## src/rtl/ipf_pkg.sv

```systemverilog
package ipf_pkg;

  // ==========================================================================
  // Register map (word offsets on the plain register port).
  // ==========================================================================
  localparam int unsigned ADDR_W          = 4;
  localparam logic [3:0]  OFF_CORE_CTRL   = 4'h0;
  localparam logic [3:0]  OFF_FLAGS_TWO   = 4'h1;
  localparam logic [3:0]  OFF_ENABLES_3   = 4'h2;
  localparam logic [3:0]  OFF_PSW         = 4'h3;
  localparam logic [3:0]  OFF_IRQ_STATUS  = 4'h4;
  localparam logic [3:0]  OFF_IRQ_MASK    = 4'h5;

  // ==========================================================================
  // Field positions and masks.
  // ==========================================================================
  localparam int unsigned CC_EXT_BIT      = 3;
  localparam int unsigned CC_RSVD_BIT     = 2;
  localparam int unsigned PSW_LOW_LSB     = 5;
  localparam logic [3:0]  PRIO_THRESHOLD  = 4'h7;
  // Implemented bits of the flag register (bits 15, 12 and 11 absent).
  localparam logic [15:0] FLAGS_TWO_MASK  = 16'h67ff;
  // Implemented bits of the enable register (bits 15, 9, 4, 3, 0 absent).
  localparam logic [15:0] ENABLES_3_MASK  = 16'h7de6;
  localparam int unsigned EN_EXT4_BIT     = 6;
  localparam int unsigned EN_EXT3_BIT     = 5;

  // ==========================================================================
  // Reset values.
  // ==========================================================================
  localparam logic [15:0] RST_FLAGS_TWO   = 16'h0000;
  localparam logic [15:0] RST_ENABLES_3   = 16'h0000;
  localparam logic [15:0] RST_PSW         = 16'h0000;
  localparam logic [1:0]  RST_IRQ         = 2'h0;

  // Local event bits of the block's own status and mask registers.
  localparam int unsigned EV_PRIO_UP      = 0;
  localparam int unsigned EV_REQ_ROSE     = 1;

  typedef struct packed {
    logic [ADDR_W-1:0] addr;
    logic [15:0]       wdata;
    logic              wr;
    logic              rd;
  } ipf_bus_t;

endpackage : ipf_pkg

```

## src/rtl/ipf_regslice.sv

```systemverilog
`timescale 1ns/100ps

// Generic 16-bit register slice: write with mask, hardware set wins over clear.
module ipf_regslice #(
  parameter logic [15:0] MASK  = 16'hffff,
  parameter logic [15:0] RESET = 16'h0000
) (
  input  wire logic        clk_sys_i,
  input  wire logic        rst_i,
  input  wire logic        wr_i,
  input  wire logic [15:0] wdata_i,
  input  wire logic [15:0] set_i,
  output logic      [15:0] q_o
);

  logic [15:0] q_d;

  // ==========================================================================
  // Next value: a write replaces the word, then hardware sets are ORed in so
  // an event in the same cycle as a software clear is never lost.
  // ==========================================================================
  always_comb begin
    q_d = q_o;
    if (wr_i) begin
      q_d = wdata_i;
    end
    q_d = (q_d | set_i) & MASK;
  end

  // Register stage.
  always_ff @(posedge clk_sys_i) begin
    if (rst_i) begin
      q_o <= RESET;
    end else begin
      q_o <= q_d;
    end
  end

endmodule : ipf_regslice

```

## src/rtl/ipf_top.sv

```systemverilog
// The address-and-strobe port and the address map are this design's own decisions.
`timescale 1ns/100ps

// What this block does
// - The priority extension bit reads one when the core priority level exceeds 7 and zero otherwise.
// - The four-bit core priority is the extension bit above the three low bits held in status word bits 7 to 5.
// - Bit 2 of the core control register always reads one and ignores writes.
// - Bits 15 to 4 of the core control register read zero and ignore writes.
// - Bits 1 and 0 of the core control register read zero.
module ipf_top (
  input  wire logic                       clk_sys_i,
  input  wire logic                       rst_i,
  input  wire logic [ipf_pkg::ADDR_W-1:0] addr_i,
  input  wire logic [15:0]                wdata_i,
  input  wire logic                       wr_i,
  input  wire logic                       rd_i,
  input  wire logic [3:0]                 core_prio_i,
  input  wire logic [15:0]                src_flag_set_i,
  input  wire logic [15:0]                src_enable_req_i,
  input  wire logic                       ext4_routed_i,
  input  wire logic                       ext3_routed_i,
  output logic      [15:0]                rdata_o,
  output logic      [3:0]                 cpu_prio_o,
  output logic      [15:0]                flag_req_o,
  output logic      [15:0]                enable_req_o,
  output logic                            irq_o
);

  ipf_pkg::ipf_bus_t bus;
  logic [15:0]       flags_q;
  logic [15:0]       enables_q;
  logic [15:0]       psw_q;
  logic [15:0]       psw_d;
  logic [15:0]       irq_stat_q;
  logic [15:0]       irq_mask_q;
  logic [15:0]       irq_set;
  logic [15:0]       stat_wdata;
  logic [15:0]       en_wdata;
  logic              stat_wr;
  logic [3:0]        prio_q;
  logic [3:0]        prio_d;
  logic              req_any_q;
  logic              req_any_d;
  logic [15:0]       rdata_d;
  logic [15:0]       flag_req_d;
  logic [15:0]       enable_req_d;
  logic              irq_d;

  // Returns one when the register port writes the given word offset.
  function automatic logic hit(input ipf_pkg::ipf_bus_t b, input logic [3:0] off);
    hit = b.wr && (b.addr == off);
  endfunction : hit

  // Priority extension bit from a four-bit level.
  function automatic logic prio_ext(input logic [3:0] lvl);
    prio_ext = (lvl > ipf_pkg::PRIO_THRESHOLD);
  endfunction : prio_ext

  // Core control readback: only the extension and reserved bits exist.
  function automatic logic [15:0] core_ctrl_word(input logic [3:0] lvl);
    logic [15:0] w;
    w = 16'h0000;
    w[ipf_pkg::CC_EXT_BIT]  = prio_ext(lvl);
    w[ipf_pkg::CC_RSVD_BIT] = 1'b1;
    core_ctrl_word = w;
  endfunction : core_ctrl_word

  always_comb begin
    bus.addr  = addr_i;
    bus.wdata = wdata_i;
    bus.wr    = wr_i;
    bus.rd    = rd_i;
  end

  // ==========================================================================
  // Flag and enable registers.
  // ==========================================================================
  // Writes to the enable register drop external enables whose input has no
  // remappable pin, since such an enable could never see an event.
  always_comb begin
    en_wdata = bus.wdata;
    en_wdata[ipf_pkg::EN_EXT4_BIT] = bus.wdata[ipf_pkg::EN_EXT4_BIT] & ext4_routed_i;
    en_wdata[ipf_pkg::EN_EXT3_BIT] = bus.wdata[ipf_pkg::EN_EXT3_BIT] & ext3_routed_i;
  end

  ipf_regslice #(
    .MASK  (ipf_pkg::FLAGS_TWO_MASK),
    .RESET (ipf_pkg::RST_FLAGS_TWO)
  ) u_flags (
    .clk_sys_i (clk_sys_i),
    .rst_i     (rst_i),
    .wr_i      (hit(bus, ipf_pkg::OFF_FLAGS_TWO)),
    .wdata_i   (bus.wdata),
    .set_i     (src_flag_set_i),
    .q_o       (flags_q)
  );

  ipf_regslice #(
    .MASK  (ipf_pkg::ENABLES_3_MASK),
    .RESET (ipf_pkg::RST_ENABLES_3)
  ) u_enables (
    .clk_sys_i (clk_sys_i),
    .rst_i     (rst_i),
    .wr_i      (hit(bus, ipf_pkg::OFF_ENABLES_3)),
    .wdata_i   (en_wdata),
    .set_i     (16'h0000),
    .q_o       (enables_q)
  );

  // ==========================================================================
  // Processor status word and priority level.
  // ==========================================================================
  // The status word holds the low priority bits; the core supplies the full
  // level, and the extension bit is recomputed from it every cycle.
  always_comb begin
    psw_d = psw_q;
    if (hit(bus, ipf_pkg::OFF_PSW)) begin
      psw_d = bus.wdata;
    end
    psw_d[ipf_pkg::PSW_LOW_LSB +: 3] = core_prio_i[2:0];
    prio_d = {prio_ext(core_prio_i), psw_d[ipf_pkg::PSW_LOW_LSB +: 3]};
  end

  always_ff @(posedge clk_sys_i) begin
    if (rst_i) begin
      psw_q  <= ipf_pkg::RST_PSW;
      prio_q <= 4'h0;
    end else begin
      psw_q  <= psw_d;
      prio_q <= prio_d;
    end
  end

  // ==========================================================================
  // Local interrupt status: write one to clear, set wins.
  // ==========================================================================
  always_comb begin
    req_any_d = |(flags_q & enables_q);
    irq_set   = 16'h0000;
    irq_set[ipf_pkg::EV_PRIO_UP]  = prio_ext(prio_d) & ~prio_ext(prio_q);
    irq_set[ipf_pkg::EV_REQ_ROSE] = req_any_d & ~req_any_q;
    stat_wr    = hit(bus, ipf_pkg::OFF_IRQ_STATUS);
    stat_wdata = irq_stat_q & ~bus.wdata;
  end

  ipf_regslice #(
    .MASK  (16'h0003),
    .RESET (16'h0000)
  ) u_irq_stat (
    .clk_sys_i (clk_sys_i),
    .rst_i     (rst_i),
    .wr_i      (stat_wr),
    .wdata_i   (stat_wdata),
    .set_i     (irq_set),
    .q_o       (irq_stat_q)
  );

  ipf_regslice #(
    .MASK  (16'h0003),
    .RESET (16'h0000)
  ) u_irq_mask (
    .clk_sys_i (clk_sys_i),
    .rst_i     (rst_i),
    .wr_i      (hit(bus, ipf_pkg::OFF_IRQ_MASK)),
    .wdata_i   (bus.wdata),
    .set_i     (16'h0000),
    .q_o       (irq_mask_q)
  );

  // ==========================================================================
  // Outputs and read mux, all registered.
  // ==========================================================================
  always_comb begin
    flag_req_d   = flags_q & enables_q;
    enable_req_d = enables_q;
    irq_d        = |(irq_stat_q & irq_mask_q);
    rdata_d      = 16'h0000;
    if (bus.rd) begin
      case (bus.addr)
        ipf_pkg::OFF_CORE_CTRL:  rdata_d = core_ctrl_word(prio_q);
        ipf_pkg::OFF_FLAGS_TWO:  rdata_d = flags_q;
        ipf_pkg::OFF_ENABLES_3:  rdata_d = enables_q;
        ipf_pkg::OFF_PSW:        rdata_d = psw_q;
        ipf_pkg::OFF_IRQ_STATUS: rdata_d = irq_stat_q;
        ipf_pkg::OFF_IRQ_MASK:   rdata_d = irq_mask_q;
        default:                 rdata_d = 16'h0000;
      endcase
    end
  end

  always_ff @(posedge clk_sys_i) begin
    if (rst_i) begin
      rdata_o      <= 16'h0000;
      cpu_prio_o   <= 4'h0;
      flag_req_o   <= 16'h0000;
      enable_req_o <= 16'h0000;
      irq_o        <= 1'b0;
      req_any_q    <= 1'b0;
    end else begin
      rdata_o      <= rdata_d;
      cpu_prio_o   <= prio_q;
      flag_req_o   <= flag_req_d;
      enable_req_o <= enable_req_d;
      irq_o        <= irq_d;
      req_any_q    <= req_any_d;
    end
  end

endmodule : ipf_top

```

## config.mk

```make
export PLATFORM = sky130hd
export DESIGN_NAME = ipf_top
export DESIGN_NICKNAME = d
export VERILOG_FILES = /design/src/rtl/ipf_pkg.sv /design/src/rtl/ipf_regslice.sv /design/src/rtl/ipf_top.sv
export SDC_FILE = /design/constraint.sdc
export NUM_CORES = 1
export LEC_CHECK = 0
export BUFFER_PORTS_ARGS = -buffer_cell sky130_fd_sc_hd__clkbuf_2
export CAP_MARGIN = 20
export CORE_MARGIN = 5
export CORE_UTILIZATION = 40
export CTS_CLUSTER_DIAMETER = 80
export DETAILED_ROUTE_END_ITERATION = 16
export GPL_ROUTABILITY_DRIVEN = 0
export GPL_TIMING_DRIVEN = 0
export HOLD_SLACK_MARGIN = 0.02
export PLACE_DENSITY = 0.68
export SETUP_SLACK_MARGIN = 0.4
export SYNTH_ARGS = -nofsm -noshare
export SYNTH_HDL_FRONTEND = slang
export SYNTH_SLANG_ARGS = --single-unit
```

## constraint.sdc

```tcl
create_clock -name clk_sys_i -period 1.7 [get_ports clk_sys_i]
set_input_delay 0.085 -clock clk_sys_i [delete_from_list [all_inputs] [get_ports clk_sys_i]]
set_output_delay 0.085 -clock clk_sys_i [all_outputs]
set_load 0.05 [all_outputs]
```

==> summary.md <==
| Metric | Value |
|---|---|
| Nets | about 540 |
| Final HPWL DP | between 6 and 7 mm |
| Share of cells above drive strength 1 | 0.301 |
| Vias in the first global route | between 2000 and 3000 |
| FF+latch count, synth | 87 |
| 1st-pass router iterations | 5 |
| Syn-to-layout area delta | 29.6% |
| Share of the synthesized area in the top cell type | 0.501 |
| WHS Path Cells | 3 |
| Yosys top cell by area | dfxtp_1 |
| Wire per inst | between 15 and 20 µm |
| Cell chain of the critical path | clkbuf_2 -> buf_4 -> nor3b_4 -> nand4_1 -> dlygate4sd3_1 -> a21oi_1 |
| CP startpoint kind | input port |
| Vias/cell | 5.28 |
| Setup TNS | 0 ns |
| Worst R2R Start | u_flags.q_o[7] |
| Final wirelength | 9.86 mm |
| CTS sink count | just under 90 |
| Flop2flop setup slack | 0.49 ns |
| Final antenna-violating net count | 0 |
| Die height | just over 100 µm |
| H-tree depth | 3 |
| Initial antenna violation count | 0 |
| Clock Skew | approximately 0.0049 ns |
| Skew-Pair Late Insertion Delay | between 0.3 and 0.4 ns |
| R2r worst-path depth | 3 |
| Final period util | 0.717 |
| Critical Path Start | addr_i[2] |
| End of the worst register-to-register path | u_irq_stat.q_o[1] |
| Clock slew at reported path FFs | ~0.080 ns |
| CTS Buf Count | 9 |
| FP Rows | 34 |
| FMAX | ~800 MHz |
| Sequential share of the synthesized area | 0.501 |
| Worst Tran Pin Value | slightly below 0.7 ns |
| Yosys warning total | 0 |
| Worst Hold Path EP | u_flags.q_o[0] |
| Crit end category | flop |
| Worst-path maximum fanout | 10 |
| Final Setup Violations | 0 |
| Largest net degree at the start of global routing | 14 |
| Synthesized area | ~3500 µm² |
| CP arrival | ~1.5 ns |
| Cells after Synth | roughly 350 |
| Relative slew margins | 0.540 |
| Area of the die | 10700 µm² |
| Synth area leaders | dfxtp_1 (50%), a21oi_1 (4.3%), nor2b_1 (3.8%), nand3_1 (3.5%), o21ai_1 (3.5%) |
| Initial drt markers | 277 |
| Total power | ~4.2 mW |
| Yosys cell types | 43 |
| Starting Density | 0.405 |
| Die Wd | between 100 and 150 µm |
| Overall fraction of global-route tracks in use | 0.189 |
| CTS Root Cell | clkbuf_8 |
| CTS tree | built |
| PortBufs | 82 |
| HP Class | input port to flop |
| Diodes inserted | 0 |
| Peak supply drop | 0.321 mV |
| GRT Residual Overflow | 0 |
| Max stage delay on crit path | approximately 0.57 ns |
| Boundary Pins | approximately 120 |
| Period minus WS final | between 1 and 1.5 ns |
| Post-route DRC violation count | 0 |
| CTS max path bufs | 2 |
| Via count | ~3100 |
| CP max-delay cell | dlygate4sd3_1 |
| Setup CP Type | input port to flop |
| Maxcap violations | 0 |
| Syn avg cell area | 9.83 µm² |
| Critical Path RT | slightly below 2 ns |
| RSZ-0062 raised after global routing | no |
| Status | completed |
| Final hold vios | 0 |
| Power per cell area | 940 nW/µm² |
| Leak | approximately 1.9 nW |
| Min-delay src | src_flag_set_i[0] |
| Fin. max-slew vios | 0 |
| First-pass GRT wire length | 15.2 mm |
| Core ar. | about 8600 µm² |
| Finished Core Util | 0.524 |
repair_timing:
item	CTS	global route
gates resized for setup	0	0
setup buffers	0	1
endpoints found under the setup margin	0	1
hold endpoints to repair	27	0
hold buffers	21	0
metrics by stage:
stage	hold WS, ns	std cells	area [µm²]	worst slack (ns)
after global placement	0.310	555	4070	0.243
after detailed placement	0.303	555	4070	0.196
final	0.0170	593	4510	0.481
after floorplan	0.213	365	3520	0.583
after global routing	0.0344	593	4510	0.400
after CTS	0.0218	592	4500	0.452
worst max-delay path: cells and delay by family:
| family | cells | cell delay, ns |
|---|---|---|
| AO/OA/AOI/OAI | 1 | 0.11 |
| buffers and inverters | 3 | 0.83 |
| AND/OR/NAND/NOR | 2 | 0.47 |
state kept, by name, summed over array words and instances (netlist names):
| register | count |
|---|---|
| u_enables.q_o | 11 |
| prio_q | 2 |
| u_irq_mask.q_o | 2 |
| psw_q | 15 |
| req_any_q | 1 |
| cpu_prio_o | 4 |
| irq_o | 1 |
| flag_req_o | 9 |
| enable_req_o | 11 |
| u_flags.q_o | 13 |
| rdata_o | 16 |
| u_irq_stat.q_o | 2 |
where the power goes:
group	switching (mW)	total, mW	internal, mW	leakage, nW
registers	0.0330	2.12	2.08	0.708
logic	0.312	0.495	0.184	1.04
clock network	0.715	1.62	0.908	0.114
total	1.06	4.24	3.18	1.86
logic make-up (layout without fill, tap and decap cells):
kind of cell	count (synthesis)	in the layout	share of synthesized area
and+or+nand+nor	118	118	0.209
AOI/OAI and AO/OA	90	90	0.161
DFF	87	87	0.501
buffers and inverters	42	162	0.0788
muxes	16	16	0.0489
other	1	12	0.00108
cell usage after synthesis, drive strengths merged:
cell	instances
dfxtp	87
a21oi	30
buf	29
o21ai	29
nor2	28
nand3	24
nor2b	21
a211oi	14
nor4	13
a22oi	11
clkbuf	11
and2	10
mux2	8
mux2i	8
nand2	6
nand2b	5
and3	2
inv	2
nand4	2
nor3b	2
a221o	1
a222oi	1
a2bb2oi	1
a311o	1
and4bb	1
conb	1
nand4bb	1
nor4b	1
o211a	1
o311ai	1
or3	1
or3b	1
worst max-delay path by stage:
stage | end | depth (start not counted)
floorplan | rdata_o[10] | 5
global placement | enable_req_o[11] | 4
detailed placement | enable_req_o[12] | 4
CTS | u_enables.q_o[5] | 6
global route | u_enables.q_o[5] | 6
finish | u_enables.q_o[5] | 6
placed cells by master (no fill, tap or decap), types with 11 or more instances in the layout:
master         netlist  final
a21oi_1             30     30
a22oi_1             11     11
buf_4               14     15
clkbuf_1            11     13
clkbuf_2             0     82
clkbuf_8             0     11
conb_1               1     12
dfxtp_1             87     87
dlygate4sd3_1        0     21
nand3_1             24     24
nor2_1              28     28
nor2b_1             21     21
o21ai_1             24     24
routing by layer:
layer / vias up / wire (µm) / GRT usage / share of wire
met5: - / 0 / 0 / 0
met4: 0 / 274 / 0.0886 / 0.028
met3: 20 / 832 / 0.0369 / 0.084
met2: 153 / 4580 / 0.304 / 0.46
met1: 1465 / 4170 / 0.245 / 0.42
li1: 1491 / - / - / -
layout make-up:
class	count	area [µm²]
tap	108	135
fill	848	4090
clock inverter	3	65.1
multi-input combinational	236	1500
inverter	2	7.51
timing repair buffer	104	628
sequential	87	1740
buffer	40	267
clock buffer	13	159
No activity file was read; power rests on OpenSTA's default activity.
